`src/tbpc_defs.svh`:
```
// Constants of the two-channel buffered PWM timer: offsets, bit positions,
// reset values. Assumes a 32-bit register slave with byte addresses.
//
// Summary of operation
// - Link bit pairs channels onto pin zero
// - Channel zero first; channel one next period
// - Each wrap selects last written compare pair
// - Linked: zero control governs, pin one free
// - Level 1:0 clears, 1:1 sets on compare
// - No wrap toggle gives zero duty at level 1:0, full duty at 1:1
// - Full duty plus wrap toggle holds 100% at level 1:0, 0% at 0:1 and 1:1
// - Wrap flag at period; enable gates request
// - Channel flag on event; enable gates request
// - Wait: timer runs, registers closed, wake
// - Stop: count and compares frozen, captures still taken, resumes
// - Break freezes the counter
// - Clear allowed in break stays cleared
// - Clear locked in break; step two after
// - Pins capture or compare; only zero buffers
// - Flag clears by read-set then write zero
// - Divide by 1 to 64; code seven idle
`ifndef TBPC_DEFS_SVH
`define TBPC_DEFS_SVH

`define TBPC_IDX_CTRL     3'h0
`define TBPC_IDX_COUNT    3'h1
`define TBPC_IDX_PERIOD   3'h2
`define TBPC_IDX_C0_CTRL  3'h3
`define TBPC_IDX_C0_CMP   3'h4
`define TBPC_IDX_C1_CTRL  3'h5
`define TBPC_IDX_C1_CMP   3'h6
`define TBPC_IDX_STATUS   3'h7

`define TBPC_BIT_WRAP_FLAG  7
`define TBPC_BIT_WRAP_IE    6
`define TBPC_BIT_HALT       5
`define TBPC_BIT_CLR        4

`define TBPC_RST_PERIOD     16'hffff
`define TBPC_RST_HALT       1'b1
`define TBPC_SEL_NONE       3'h7

`endif

```
`src/tbpc_pkg.sv`:
```
// Types of the buffered PWM timer.
// Assumes tbpc_defs.svh for numeric constants.
package tbpc_pkg;

    typedef struct packed {
        logic       channel_event_flag;
        logic       channel_irq_enable;
        logic       buffered_mode_select;
        logic       unbuffered_mode_select;
        logic       edge_level_high_sel;
        logic       edge_level_low_sel;
        logic       toggle_on_wrap;
        logic       full_duty_force;
    } tbpc_chan_ctrl_t;

    typedef struct packed {
        logic [1:0] out;
        logic [1:0] oe;
    } tbpc_pins_t;

endpackage

```
`src/tbpc_prescale.sv`:
```
// Counter clock divider: one-cycle enable at bus clock / 2^sel.
// Assumes sel is held stable while counting.
`timescale 1ns/1ps
`default_nettype none
`include "tbpc_defs.svh"
module tbpc_prescale (
    input  wire logic       sys_clk,
    input  wire logic       rst,
    input  wire logic       clr,
    input  wire logic       run,
    input  wire logic [2:0] sel,
    output logic            tick_ff
);
    logic [5:0] div_ff;
    logic [5:0] nxt_div;
    logic [5:0] mask;
    logic       nxt_tick;

    always_comb begin
        mask     = 6'(7'h7f >> (3'h7 - sel)) ;
        nxt_div  = div_ff;
        nxt_tick = 1'b0;
        if (clr) begin
            nxt_div = 6'h00;
        end else if (run) begin
            nxt_div  = div_ff + 6'h01;
            // Code seven never ticks
            nxt_tick = (sel != `TBPC_SEL_NONE) && ((div_ff & mask) == mask);
        end
    end

    always_ff @(posedge sys_clk) begin
        if (rst) begin
            div_ff  <= 6'h00;
            tick_ff <= 1'b0;
        end else begin
            div_ff  <= nxt_div;
            tick_ff <= nxt_tick;
        end
    end
endmodule
`default_nettype wire

```
`src/tbpc_pinsync.sv`:
```
// Three-stage pin synchroniser; a level counts once stages two and three agree.
// Assumes asynchronous pin inputs.
`timescale 1ns/1ps
`default_nettype none
module tbpc_pinsync (
    input  wire logic       sys_clk,
    input  wire logic       rst,
    input  wire logic [1:0] pin_in,
    output logic      [1:0] level_ff
);
    genvar g;
    generate
        for (g = 0; g < 2; g++) begin : g_bit
            logic s1_ff, s2_ff, s3_ff;
            logic nxt_level;
            always_comb begin
                nxt_level = (s2_ff == s3_ff) ? s3_ff : level_ff[g];
            end
            always_ff @(posedge sys_clk) begin
                if (rst) begin
                    s1_ff       <= 1'b0;
                    s2_ff       <= 1'b0;
                    s3_ff       <= 1'b0;
                    level_ff[g] <= 1'b0;
                end else begin
                    s1_ff       <= pin_in[g];
                    s2_ff       <= s1_ff;
                    s3_ff       <= s2_ff;
                    level_ff[g] <= nxt_level;
                end
            end
        end
    endgenerate
endmodule
`default_nettype wire

```
`src/tbpc_top.sv`:
```
// Two-channel timer with buffered PWM, capture, compare and wrap flags.
// Assumes an Avalon-MM master, low-power and break levels from the system,
// and port logic that owns the pin when the output enable is low.
`timescale 1ns/1ps
`default_nettype none
`include "tbpc_defs.svh"
module tbpc_top
    import tbpc_pkg::*;
(
    input  wire logic        sys_clk,
    input  wire logic        rst,
    input  wire logic [4:0]  avs_address,
    input  wire logic        avs_read,
    input  wire logic        avs_write,
    input  wire logic [31:0] avs_writedata,
    input  wire logic [3:0]  avs_byteenable,
    output logic      [31:0] avs_readdata,
    output logic             avs_waitrequest,
    input  wire logic        wait_mode,
    input  wire logic        stop_mode,
    input  wire logic        break_state,
    input  wire logic        break_clear_allow,
    input  wire logic [1:0]  chan_pin_in,
    output logic      [1:0]  chan_pin_out,
    output logic      [1:0]  chan_pin_oe,
    output logic             wrap_irq,
    output logic      [1:0]  chan_irq,
    output logic             wake_req
);

    ////////////////////////////////////////////////////////////////////////////
    // State

    logic                  wait_ff;
    logic [31:0]           rdata_ff;
    logic                  wrap_flag_ff;
    logic                  wrap_irq_enable_ff;
    logic                  counter_halt_ff;
    logic [2:0]            clock_divide_sel_ff;
    logic                  wrap_arm_ff;
    logic [15:0]           cnt_ff;
    logic [15:0]           period_ff;
    tbpc_chan_ctrl_t [1:0] ctrl_ff;
    logic [1:0][15:0]      cmp_ff;
    logic [1:0]            arm_ff;
    logic                  active_ff;
    logic                  last_ff;
    logic [1:0]            prev_ff;
    tbpc_pins_t            pins_ff;
    logic                  wrap_irq_ff;
    logic [1:0]            chan_irq_ff;
    logic                  wake_ff;

    logic                  nxt_wait;
    logic [31:0]           nxt_rdata;
    logic                  nxt_wrap_flag;
    logic                  nxt_wrap_irq_enable;
    logic                  nxt_counter_halt;
    logic [2:0]            nxt_clock_divide_sel;
    logic                  nxt_wrap_arm;
    logic [15:0]           nxt_cnt;
    logic [15:0]           nxt_period;
    tbpc_chan_ctrl_t [1:0] nxt_ctrl;
    logic [1:0][15:0]      nxt_cmp;
    logic [1:0]            nxt_arm;
    logic                  nxt_active;
    logic                  nxt_last;
    tbpc_pins_t            nxt_pins;
    logic                  nxt_wrap_irq;
    logic [1:0]            nxt_chan_irq;
    logic                  nxt_wake;

    logic                  take;
    logic                  wr;
    logic                  rd;
    logic [2:0]            idx;
    logic [31:0]           wd;
    logic                  run;
    logic                  tick;
    logic                  presc_tick;
    logic                  cnt_clr;
    logic                  lock;
    logic                  link;
    logic                  wrap_hit;
    logic [1:0]            pin_lvl;
    logic [1:0]            oc;
    logic [1:0]            cap;
    logic [1:0]            hit;
    logic [1:0]            evt;
    logic [1:0]            edge_ok;
    logic [1:0]            dead;
    logic [15:0]           eff_cmp;
    logic                  o;

    // Byte-lane merge for partial writes
    function automatic logic [31:0] merge(input logic [31:0] old,
                                          input logic [31:0] nw,
                                          input logic [3:0]  be);
        logic [31:0] r;
        r = old;
        for (int b = 0; b < 4; b++) begin
            if (be[b]) begin
                r[b*8 +: 8] = nw[b*8 +: 8];
            end
        end
        return r;
    endfunction

    ////////////////////////////////////////////////////////////////////////////
    // Helpers

    tbpc_prescale u_prescale (
        .sys_clk (sys_clk),
        .rst     (rst),
        .clr     (cnt_clr),
        .run     (run),
        .sel     (clock_divide_sel_ff),
        .tick_ff (presc_tick)
    );

    tbpc_pinsync u_pinsync (
        .sys_clk  (sys_clk),
        .rst      (rst),
        .pin_in   (chan_pin_in),
        .level_ff (pin_lvl)
    );

    ////////////////////////////////////////////////////////////////////////////
    // Bus slave: one wait cycle, then the request is taken

    always_comb begin
        take = (avs_read || avs_write) && !wait_ff;
        // Registers closed to the processor in wait mode
        wr   = take && avs_write && !wait_mode;
        rd   = take && avs_read && !wait_mode;
        idx  = avs_address[4:2];
        nxt_wait  = !((avs_read || avs_write) && wait_ff);
        nxt_rdata = rdata_ff;
        if ((avs_read || avs_write) && wait_ff) begin
            nxt_rdata = 32'h0000_0000;
            if (!wait_mode && avs_read) begin
                case (idx)
                    `TBPC_IDX_CTRL: begin
                        nxt_rdata = {24'h00_0000, wrap_flag_ff, wrap_irq_enable_ff,
                                     counter_halt_ff, 2'h0, clock_divide_sel_ff};
                    end
                    `TBPC_IDX_COUNT:   nxt_rdata = {16'h0000, cnt_ff};
                    `TBPC_IDX_PERIOD:  nxt_rdata = {16'h0000, period_ff};
                    `TBPC_IDX_C0_CTRL: nxt_rdata = {24'h00_0000, ctrl_ff[0]};
                    `TBPC_IDX_C0_CMP:  nxt_rdata = {16'h0000, cmp_ff[0]};
                    // Unused while linked
                    `TBPC_IDX_C1_CTRL: nxt_rdata = link ? 32'h0000_0000 : {24'h00_0000, ctrl_ff[1]};
                    `TBPC_IDX_C1_CMP:  nxt_rdata = {16'h0000, cmp_ff[1]};
                    `TBPC_IDX_STATUS:  nxt_rdata = {31'h0000_0000, active_ff};
                    default:           nxt_rdata = 32'h0000_0000;
                endcase
            end
        end
    end

    always_ff @(posedge sys_clk) begin
        if (rst) begin
            wait_ff  <= 1'b1;
            rdata_ff <= 32'h0000_0000;
        end else begin
            wait_ff  <= nxt_wait;
            rdata_ff <= nxt_rdata;
        end
    end

    ////////////////////////////////////////////////////////////////////////////
    // Timer

    always_comb begin
        nxt_wrap_flag        = wrap_flag_ff;
        nxt_wrap_irq_enable  = wrap_irq_enable_ff;
        nxt_counter_halt     = counter_halt_ff;
        nxt_clock_divide_sel = clock_divide_sel_ff;
        nxt_wrap_arm         = wrap_arm_ff;
        nxt_cnt              = cnt_ff;
        nxt_period           = period_ff;
        nxt_ctrl             = ctrl_ff;
        nxt_cmp              = cmp_ff;
        nxt_arm              = arm_ff;
        nxt_active           = active_ff;
        nxt_last             = last_ff;
        nxt_pins             = pins_ff;
        oc                   = 2'b00;
        cap                  = 2'b00;
        hit                  = 2'b00;
        evt                  = 2'b00;
        edge_ok              = 2'b00;
        dead                 = 2'b00;
        eff_cmp              = cmp_ff[0];
        o                    = 1'b0;
        wd   = avs_writedata;
        link = ctrl_ff[0].buffered_mode_select;
        lock = break_state && !break_clear_allow;
        // Stop and break freeze the count; wait does not
        run  = !counter_halt_ff && !stop_mode && !break_state;
        tick = presc_tick && run;
        cnt_clr  = wr && (idx == `TBPC_IDX_CTRL) && avs_byteenable[0] && wd[`TBPC_BIT_CLR];
        wrap_hit = tick && (cnt_ff == period_ff);

        // Control and status register
        if (wr && idx == `TBPC_IDX_CTRL) begin
            wd = merge({24'h00_0000, wrap_flag_ff, wrap_irq_enable_ff, counter_halt_ff,
                        2'h0, clock_divide_sel_ff}, avs_writedata, avs_byteenable);
            nxt_wrap_irq_enable  = wd[`TBPC_BIT_WRAP_IE];
            nxt_counter_halt     = wd[`TBPC_BIT_HALT];
            nxt_clock_divide_sel = wd[2:0];
            // Second step of the clear; writing one does nothing
            if (!lock && wrap_arm_ff && !wd[`TBPC_BIT_WRAP_FLAG]) begin
                nxt_wrap_flag = 1'b0;
                nxt_wrap_arm  = 1'b0;
            end
        end
        // First step kept across break when locked
        if (rd && idx == `TBPC_IDX_CTRL && wrap_flag_ff && !lock) begin
            nxt_wrap_arm = 1'b1;
        end

        // Counter
        if (cnt_clr) begin
            nxt_cnt = 16'h0000;
        end else if (tick) begin
            nxt_cnt = wrap_hit ? 16'h0000 : cnt_ff + 16'h0001;
        end
        // Set wins over clear; a fresh wrap voids a pending clear
        if (wrap_hit) begin
            nxt_wrap_flag = 1'b1;
            nxt_wrap_arm  = 1'b0;
        end

        if (wr && idx == `TBPC_IDX_PERIOD) begin
            wd         = merge({16'h0000, period_ff}, avs_writedata, avs_byteenable);
            nxt_period = wd[15:0];
        end

        // Active pair follows the last written at each wrap
        if (!link) begin
            nxt_active = 1'b0;
        end else if (wrap_hit) begin
            nxt_active = last_ff;
        end

        for (int i = 0; i < 2; i++) begin
            // Channel one released to general I/O while linked
            dead[i] = (i == 1) && link;
            oc[i]   = !dead[i] && (ctrl_ff[i].unbuffered_mode_select || (i == 0 && link)) &&
                      (ctrl_ff[i].edge_level_high_sel || ctrl_ff[i].edge_level_low_sel);
            cap[i]  = !dead[i] && !ctrl_ff[i].unbuffered_mode_select && !(i == 0 && link) &&
                      (ctrl_ff[i].edge_level_high_sel || ctrl_ff[i].edge_level_low_sel);
            eff_cmp = (i == 0 && link && active_ff) ? cmp_ff[1] : cmp_ff[i];
            hit[i]  = oc[i] && tick && (cnt_ff == eff_cmp);
            edge_ok[i] = (pin_lvl[i] && !prev_ff[i] && ctrl_ff[i].edge_level_low_sel) ||
                         (!pin_lvl[i] && prev_ff[i] && ctrl_ff[i].edge_level_high_sel);
            evt[i]  = hit[i] || (cap[i] && !counter_halt_ff && edge_ok[i]);

            // Channel control register; ignored while unused
            if (wr && !dead[i] && idx == ((i == 0) ? `TBPC_IDX_C0_CTRL : `TBPC_IDX_C1_CTRL)) begin
                wd = merge({24'h00_0000, ctrl_ff[i]}, avs_writedata, avs_byteenable);
                nxt_ctrl[i] = tbpc_chan_ctrl_t'(wd[7:0]);
                nxt_ctrl[i].channel_event_flag = ctrl_ff[i].channel_event_flag;
                // Buffered mode only on channel zero
                if (i == 1) begin
                    nxt_ctrl[i].buffered_mode_select = 1'b0;
                end
                if (!lock && arm_ff[i] && !wd[7]) begin
                    nxt_ctrl[i].channel_event_flag = 1'b0;
                    nxt_arm[i] = 1'b0;
                end
            end
            if (rd && !dead[i] && ctrl_ff[i].channel_event_flag && !lock &&
                idx == ((i == 0) ? `TBPC_IDX_C0_CTRL : `TBPC_IDX_C1_CTRL)) begin
                nxt_arm[i] = 1'b1;
            end

            // Compare registers; a write marks the pair as latest
            if (wr && idx == ((i == 0) ? `TBPC_IDX_C0_CMP : `TBPC_IDX_C1_CMP)) begin
                wd         = merge({16'h0000, cmp_ff[i]}, avs_writedata, avs_byteenable);
                nxt_cmp[i] = wd[15:0];
                nxt_last   = (i == 1);
            end
            if (cap[i] && !counter_halt_ff && edge_ok[i]) begin
                nxt_cmp[i] = cnt_ff;
            end
            if (evt[i]) begin
                nxt_ctrl[i].channel_event_flag = 1'b1;
                nxt_arm[i] = 1'b0;
            end

            // Output: wrap starts the pulse, compare ends it
            o = pins_ff.out[i];
            if (oc[i]) begin
                // Without the wrap toggle, compares at levels 1:0 and 1:1 repeat the idle level
                if (wrap_hit && ctrl_ff[i].toggle_on_wrap) begin
                    o = !o;
                end
                if (hit[i]) begin
                    case ({ctrl_ff[i].edge_level_high_sel, ctrl_ff[i].edge_level_low_sel})
                        2'b01:   o = !o;
                        2'b10:   o = 1'b0;
                        2'b11:   o = 1'b1;
                        default: o = o;
                    endcase
                end
                if (ctrl_ff[i].full_duty_force && ctrl_ff[i].toggle_on_wrap) begin
                    o = !ctrl_ff[i].edge_level_low_sel;
                end
            end
            nxt_pins.out[i] = o;
            nxt_pins.oe[i]  = oc[i];
        end

        nxt_wrap_irq = nxt_wrap_flag && nxt_wrap_irq_enable;
        nxt_chan_irq[0] = nxt_ctrl[0].channel_event_flag && nxt_ctrl[0].channel_irq_enable;
        nxt_chan_irq[1] = nxt_ctrl[1].channel_event_flag && nxt_ctrl[1].channel_irq_enable &&
                          !nxt_ctrl[0].buffered_mode_select;
        nxt_wake = wait_mode && (nxt_wrap_irq || (|nxt_chan_irq));
    end

    always_ff @(posedge sys_clk) begin
        if (rst) begin
            wrap_flag_ff        <= 1'b0;
            wrap_irq_enable_ff  <= 1'b0;
            counter_halt_ff     <= `TBPC_RST_HALT;
            clock_divide_sel_ff <= 3'h0;
            wrap_arm_ff         <= 1'b0;
            cnt_ff              <= 16'h0000;
            period_ff           <= `TBPC_RST_PERIOD;
            ctrl_ff             <= '0;
            cmp_ff              <= '0;
            arm_ff              <= 2'b00;
            active_ff           <= 1'b0;
            last_ff             <= 1'b0;
            prev_ff             <= 2'b00;
            pins_ff             <= '0;
            wrap_irq_ff         <= 1'b0;
            chan_irq_ff         <= 2'b00;
            wake_ff             <= 1'b0;
        end else begin
            wrap_flag_ff        <= nxt_wrap_flag;
            wrap_irq_enable_ff  <= nxt_wrap_irq_enable;
            counter_halt_ff     <= nxt_counter_halt;
            clock_divide_sel_ff <= nxt_clock_divide_sel;
            wrap_arm_ff         <= nxt_wrap_arm;
            cnt_ff              <= nxt_cnt;
            period_ff           <= nxt_period;
            ctrl_ff             <= nxt_ctrl;
            cmp_ff              <= nxt_cmp;
            arm_ff              <= nxt_arm;
            active_ff           <= nxt_active;
            last_ff             <= nxt_last;
            prev_ff             <= pin_lvl;
            pins_ff             <= nxt_pins;
            wrap_irq_ff         <= nxt_wrap_irq;
            chan_irq_ff         <= nxt_chan_irq;
            wake_ff             <= nxt_wake;
        end
    end

    ////////////////////////////////////////////////////////////////////////////
    // Outputs

    assign avs_readdata    = rdata_ff;
    assign avs_waitrequest = wait_ff;
    assign chan_pin_out    = pins_ff.out;
    assign chan_pin_oe     = pins_ff.oe;
    assign wrap_irq        = wrap_irq_ff;
    assign chan_irq        = chan_irq_ff;
    assign wake_req        = wake_ff;

endmodule
`default_nettype wire

```
`config.mk`:
```
export PLATFORM = sky130hd
export DESIGN_NAME = tbpc_top
export DESIGN_NICKNAME = d
export VERILOG_FILES = /design/src/tbpc_pkg.sv /design/src/tbpc_prescale.sv /design/src/tbpc_pinsync.sv /design/src/tbpc_top.sv
export VERILOG_INCLUDE_DIRS = /design/src
export SDC_FILE = /design/constraint.sdc
export NUM_CORES = 1
export LEC_CHECK = 0
export BUFFER_PORTS_ARGS = -buffer_cell sky130_fd_sc_hd__buf_2
export CORE_UTILIZATION = 40
export DETAILED_ROUTE_END_ITERATION = 7
export HOLD_SLACK_MARGIN = 0.12
export PLACE_DENSITY_LB_ADDON = 0.25
export SKIP_CTS_REPAIR_TIMING = 1
export SYNTH_ARGS = -nofsm -noshare
export SYNTH_HDL_FRONTEND = slang
export SYNTH_HIERARCHICAL = 1
export SYNTH_SLANG_ARGS = --single-unit
```
`constraint.sdc`:
```
create_clock -name sys_clk -period 2.9 [get_ports sys_clk]
set_clock_uncertainty 0.2 [all_clocks]
set_input_delay 0 -clock sys_clk [delete_from_list [all_inputs] [get_ports sys_clk]]
set_output_delay 0 -clock sys_clk [all_outputs]
set_load 0.02 [all_outputs]
```
# [Yosys cells after proc, flatten, opt, wreduce, memory -nomap -nowiden]
# Index checks and enable logic that the tools add are counted.
[totals] ff_bits=148 input_bits=51 out_inout_bits=41 elab_cells=266
[op_classes] addsub=3 n_eq_ne=23 n_shift=1 n_mux=48 n_bitwise=3 n_reduce_logical=138
[ops] operator="32-bit case mux with 8 select lines" n=1
[ops] operator="16-bit two-way mux" n=6
[ops] operator="8-bit two-way mux" n=11
[ops] operator="1-bit logical AND" n=71
[ops] operator="16-bit equality test" n=3
[ops] operator="32-bit two-way mux" n=1
[ops] operator="1-bit two-way mux" n=27
[ops] operator="2-bit nonzero test" n=13
[ops] operator="1-bit logical NOT" n=25
[ops] operator="2-bit AND reduction" n=12
[ops] operator="16-bit by 1-bit adder with 16-bit output, second input constant" n=1
[ops] operator="3-bit equality test, second input constant" n=4
[ops] operator="2-bit OR reduction" n=6
[ops] operator="1-bit logical OR" n=9
[ops] operator="2-bit equality test, second input constant" n=4
[ops] operator="7-bit by 3-bit >> shifter with 6-bit output, first input constant" n=1
[ops] operator="6-bit by 1-bit adder with 6-bit output, second input constant" n=1
[ops] operator="6-bit bitwise AND" n=1
[ops] operator="3-bit by 2-bit equality test with 1-bit output, second input constant" n=2
[ops] operator="6-bit equality test" n=1
[ops] operator="2-bit != test, second input constant" n=3
[ops] operator="1-bit case mux with 3 select lines" n=2
[ops] operator="2-bit by 1-bit equality test with 1-bit output, second input constant" n=2
[ops] operator="3-bit by 1-bit equality test with 1-bit output, second input constant" n=1
[ops] operator="6 further kinds" n=8

# [Logic depth before layout (Yosys ltp)]
[logic_depth] depth_word=17 mapped_depth=9 ltp_nobuf=7

# [By module]
# The synthesis kept the hierarchy.
[modules_own_cells] mod="tbpc_top" instances=1 cells_each=779 area_per_inst_um2=6782.8 seq_area_each_um2=2342.2
[modules_own_cells] mod="tbpc_prescale" instances=1 cells_each=40 area_per_inst_um2=337.8 seq_area_each_um2=140.1
[modules_own_cells] mod="tbpc_pinsync" instances=1 cells_each=20 area_per_inst_um2=227.7 seq_area_each_um2=160.2

# [Least setup slack after synthesis]
# No wires, ideal clock.
[synth_path] path_type="register to register" start="reg wait_ff (netlist: avs_waitrequest)" end="reg wake_ff (netlist: wake_req)" setup_ns=0.119 arrival_ns=1.757 required_ns=2.581 path_slack_ns=0.824 stages_incl_launch_ff=8 path_buffers=0 period_less_slack_ns=2.076 cell_sequence="dfxtp_1 > or3b_4 > a211oi_4 > nand2_2 > o21a_1 > o211a_1 > o21ai_1 > o21ai_1"
[synth_between] elab_chain_cells=13 word_cells_on_any_way=23 cone_classes="7 x mux; 16 x reduce/logical"
[synth_lines] item="start: declaration" line="tbpc_top.sv:34" rtl="logic wait_ff;"
[synth_lines] item="start signal: assignment" line="tbpc_top.sv:166" rtl="wait_ff <= nxt_wait;"
[synth_lines] item="1-bit logical NOT *" line="tbpc_top.sv:132" rtl="take = (avs_read || avs_write) && !wait_ff;"
[synth_lines] item="1-bit logical AND *" line="tbpc_top.sv:132"
[synth_lines] item="1-bit logical AND * (2 in series)" line="tbpc_top.sv:134" rtl="wr = take && avs_write && !wait_mode;"
[synth_lines] item="1-bit logical AND (2 in series)" line="tbpc_top.sv:261" rtl="if (wr && !dead[i] && idx == ((i == 0) ? `TBPC_IDX_C0_CTRL : `TBPC_IDX_C1_CTRL)) begin"
[synth_lines] item="8-bit two-way mux" line="tbpc_top.sv:261"
[synth_lines] item="1-bit two-way mux" line="tbpc_top.sv:288" rtl="if (evt[i]) begin"
[synth_lines] item="1-bit logical AND (2 in series)" line="tbpc_top.sv:318" rtl="nxt_chan_irq[1] = nxt_ctrl[1].channel_event_flag && nxt_ctrl[1].channel_irq_enable &&"
[synth_lines] item="2-bit OR reduction" line="tbpc_top.sv:320" rtl="nxt_wake = wait_mode && (nxt_wrap_irq || (|nxt_chan_irq));"
[synth_lines] item="1-bit logical OR *" line="tbpc_top.sv:320"
[synth_lines] item="1-bit logical AND *" line="tbpc_top.sv:320"
[synth_lines] item="end signal: assignment" line="tbpc_top.sv:359" rtl="wake_ff <= nxt_wake;"
[synth_lines] item="end: declaration" line="tbpc_top.sv:52" rtl="logic wake_ff;"
# Every way passes the cells marked *; elsewhere a longest branch is shown, timed or not.
# A chain may end at the register's enable or synchronous reset.

# [Worst setup path after layout]
[layout_path] start="reg wait_ff (netlist: avs_waitrequest)" end="reg period_ff[3]"
[layout_between] elab_chain_cells=6
[layout_lines] item="1-bit logical NOT" line="tbpc_top.sv:132"
[layout_lines] item="1-bit logical AND" line="tbpc_top.sv:132"
[layout_lines] item="1-bit logical AND (2 in series)" line="tbpc_top.sv:134"
[layout_lines] item="1-bit logical AND (no source line)"
[layout_lines] item="2-bit AND reduction (no source line)"
[layout_lines] item="end signal: assignment" line="tbpc_top.sv:331" rtl="period_ff <= `TBPC_RST_PERIOD;"
[layout_lines] item="end signal: assignment" line="tbpc_top.sv:349" rtl="period_ff <= nxt_period;"
[layout_lines] item="end: declaration" line="tbpc_top.sv:42" rtl="logic [15:0] period_ff;"
# No other way between the ends.

==> impl_results.md <==
- Synth Register Bits: 132
- Final Instance Count excl. Fillers: between 1,000 and 1,500
- Total gr overflow: 0
- # IOs: 92
- Post-synth top flop: dfxtp_1
- Die ar.: 18,900 sq um
- Synth async-reset ratio: 0%
- Multi-input gate area in the final layout: around 4200 sq um
- Final net count: just under 1,000
- Initial DRC Count: between 500 and 600
- Via count: about 6,500
- Fmax: 374 MHz
- Total power density per cell area: 476 nW/um^2
- Final setup vio count: 0
- # port buffers: 55
- CTS Buf Count: 17
- WHS Path Cells: 6
- Placed cell count: between 1,000 and 1,500
- Worst EP required: 3010 ps
- Post-synthesis sequential area ratio: between 30 and 40%
- Synth Instances: 839
- HP Class: in -> reg
- Die Height: 138 um
- Layout filler cell count: 1,750
- Antenna Nets Post-Route: 0
- CTS tree: done
- Worst skew pair latency: 430 ps
- Worst Max-Slew Pin Slew: 1130 ps
- Final period utilization: 92.2%
- Cell Area, Synth: 7350 sq um
- Die outline width: 138 um
- Vias in the first global route: 5,700
- CP endpoint kind: register
- Cell variety after synth: around 90
- Reg2reg path depth: 7
- Setup repair after global routing missed its margin: false
- TNS Setup: 0 ps
- First-pass GRT wire length: between 30,000 and 40,000 um
- Clock tree root buffer cell: clkbuf_16
- EDFF count, synth: 0
- CP max-delay cell: dlygate4sd3_1
- CP bufs+invs: 2
- Initial Util: 40.9%
- Max-slew violations: 0
- DP HPWL: between 15,000 and 20,000 um
- Area Overhead vs Synth: 19.3%
- Endpoints failing hold: 0
- Routed WL: between 20,000 and 25,000 um
- Reg2reg start: avs_waitrequest$_SDFF_PP1_
- H-tree lvl count: 4
- Outcome: finished, final reports clean
- CTS max path bufs: 2
- CP top delay family: simple AND/OR/NAND/NOR gates
- Reg2reg end: period_ff[3]$_SDFFE_PP1P_
- Worst Path Arrival: 2790 ps
- Hold endpoint: cnt_ff[2]$_SDFFE_PP0P_
- Clock slew at reported path FFs: 70 ps
- Total Routing Usage GR: 23.8%
- Leakage: 0.00337 uW
- CP Cell Sequence: nor3b_2, nand2_1, nor4_4, buf_4, nor2b_1, a211o_1, dlygate4sd3_1
- Initial antenna violation count: 0
- Hold Startpoint: break_state
- FF+latch area: 2640 sq um
- CP Max Fanout: 10
- Synth top area share: 36.0%
- Minimum clock period: 2670 ps
- Global placement routability congestion: 0.875
- Flop2flop setup slack: 230 ps
- Crit-path max cell delay: 570 ps
- Relative slew margins: 23.9%
- CP Class: reg -> reg
- Synthesized area per cell: ~9 sq um
- WL/cell: 18.8 um
- Startpoint Class: register
- Dominant cell type by area after synthesis: dfxtp_1
- Max_cap viols: 0
- Hold slack: 72.8 ps
- DR DRC count: 0
- Via/cell ratio: 5.53
- Synth top area cells: dfxtp_1 36%, mux2i_1 9.1%, nor2_1 6.4%
- Ratio of cells with drive above 1 in the final layout: 18.3%
- Area of the core: about 18,000 sq um
- Synth warn: 6
- TritonCTS Sinks: around 130
- Row cnt: 49
- Largest net degree at the start of global routing: 49
- ANT cells: 0
- First-pass iteration count of the detailed router: 7
- Utilization after layout: 48.8%
- Max IR drop VDD: 391 uV
[sequential cells by signal, summed over array words and instances (netlist names), 2 cells and up]
name / flops
arm_ff: 2
avs_readdata: 16
chan_irq: 2
chan_pin_oe: 2
chan_pin_out: 2
clock_divide_sel_ff: 3
cmp_ff: 16
cnt_ff: 16
ctrl_ff: 14
eff_cmp: 16
period_ff: 16
prev_ff: 2
u_pinsync/g_bit.s1_ff: 2
u_pinsync/g_bit.s2_ff: 2
u_pinsync/g_bit.s3_ff: 2
u_pinsync/level_ff: 2
u_prescale/div_ff: 6
[cell families (layout without fill, tap and decap cells)]
logic type | after synthesis | count (layout) | synth area share (%)
and+or+nand+nor | 300 | 300 | 21.3
AOI/OAI and AO/OA | 172 | 172 | 17.0
DFF | 132 | 132 | 36.0
buffers and inverters | 96 | 185 | 7.71
muxes | 73 | 73 | 10.0
xor gates and xnor gates | 63 | 63 | 7.61
adders and majority gates | 2 | 2 | 0.340
other | 1 | 16 | 0.0510
[layout by cell type, fill, tap and decap left out, drive strengths merged, types with 6 or more instances in the layout]
cell and n:
a211o 10, a211oi 20, a21oi 42, a22oi 24, a31oi 7, and2 6
buf 92, clkbuf 18, conb 16, dfxtp 132, dlygate4sd3 44, inv 23
mux2 6, mux2i 67, nand2 50, nand2b 7, nand3 22, nand3b 12
nand4 11, nor2 126, nor2b 22, nor3 13, nor4 8, o21ai 21
o22ai 12, xnor2 22, xor2 41
[stage by stage]
step / area [sq um] / total power [uW] / setup slack, ps
CTS: 8330 / 4170 / 399
detailed placement: 7770 / 2140 / 403
global placement: 7770 / 2140 / 423
global route: 8770 / 4300 / 26.5
floorplan: 7400 / 2060 / 824
finish: 8770 / 4180 / 227
[metal layers]
layer	routed length (um)	part of all wire (%)	vias to the layer above	track usage (%)
met5	0	0	-	0
met4	597	2.7	0	9.22
met3	1490	6.7	42	4.49
met2	10200	46	238	37.3
met1	9750	44	3085	32.2
li1	-	-	3116	-
[worst max-delay path by stage]
stage / start / endpoint / slack (ps) / cells past startpoint
after detailed placement: cnt_ff[2]$_SDFFE_PP0P_ / chan_pin_out[0]$_SDFFE_PP0N_ / 400 / 7
after floorplan: avs_waitrequest$_SDFF_PP1_ / wake_req$_SDFF_PP0_ / 820 / 7
after global placement: cnt_ff[2]$_SDFFE_PP0P_ / chan_pin_out[0]$_SDFFE_PP0N_ / 420 / 7
after CTS: link$_SDFF_PP0_ / chan_irq[0]$_SDFF_PP0_ / 400 / 7
final: avs_waitrequest$_SDFF_PP1_ / period_ff[3]$_SDFFE_PP1P_ / 230 / 7
after global routing: avs_waitrequest$_SDFF_PP1_ / period_ff[3]$_SDFFE_PP1P_ / 30 / 7
[worst register-to-register path: cells and delay by family (launching register included)]
kind                   cells  cell delay (ps)
AO/OA/AOI/OAI              1              280
buffers and inverters      2              820
flip-flops                 1              360
AND/OR/NAND/NOR            4              910
[power by group]
part           switching (uW)  total [uW]  internal [uW]  leakage, uW
Sequential               8.89        1830           1820      0.00107
Clock                     910        2050           1140     0.000265
Combinational             191         297            107      0.00204
Total                    1110        4180           3070      0.00337
[synthesized netlist by cell type, types with 3 or more instances]
library cell	count
buf_4	21
o21ai_0	16
or2_2	3
nor2_1	125
nand3b_1	12
nand2b_1	5
nand2_1	46
buf_2	25
nor3_1	10
a21oi_1	41
o221ai_1	5
a31oi_1	5
a211oi_2	3
o22ai_1	12
buf_6	11
a211oi_1	16
nor2b_1	21
xnor2_1	21
a22oi_1	24
a211o_1	10
o211a_1	3
nor4_1	5
dfxtp_1	132
nand4_1	10
mux2i_1	67
and2_1	4
mux2_2	6
o21a_1	3
inv_1	16
buf_1	3
o21ai_1	5
clkbuf_1	17
xor2_1	41
nand3_1	21
a221oi_1	3
nand2_2	3
and3_1	4
[layout make-up]
type,instances,area share [%]
Clock buffer,18,5.01
Clock inverter,14,1.31
Inverter,17,0.728
Multi-Input combinational cell,626,48.1
Sequential cell,132,30.1
Tap cell,229,3.27
Timing Repair Buffer,136,11.5
No activity file was read; power rests on OpenSTA's default activity.
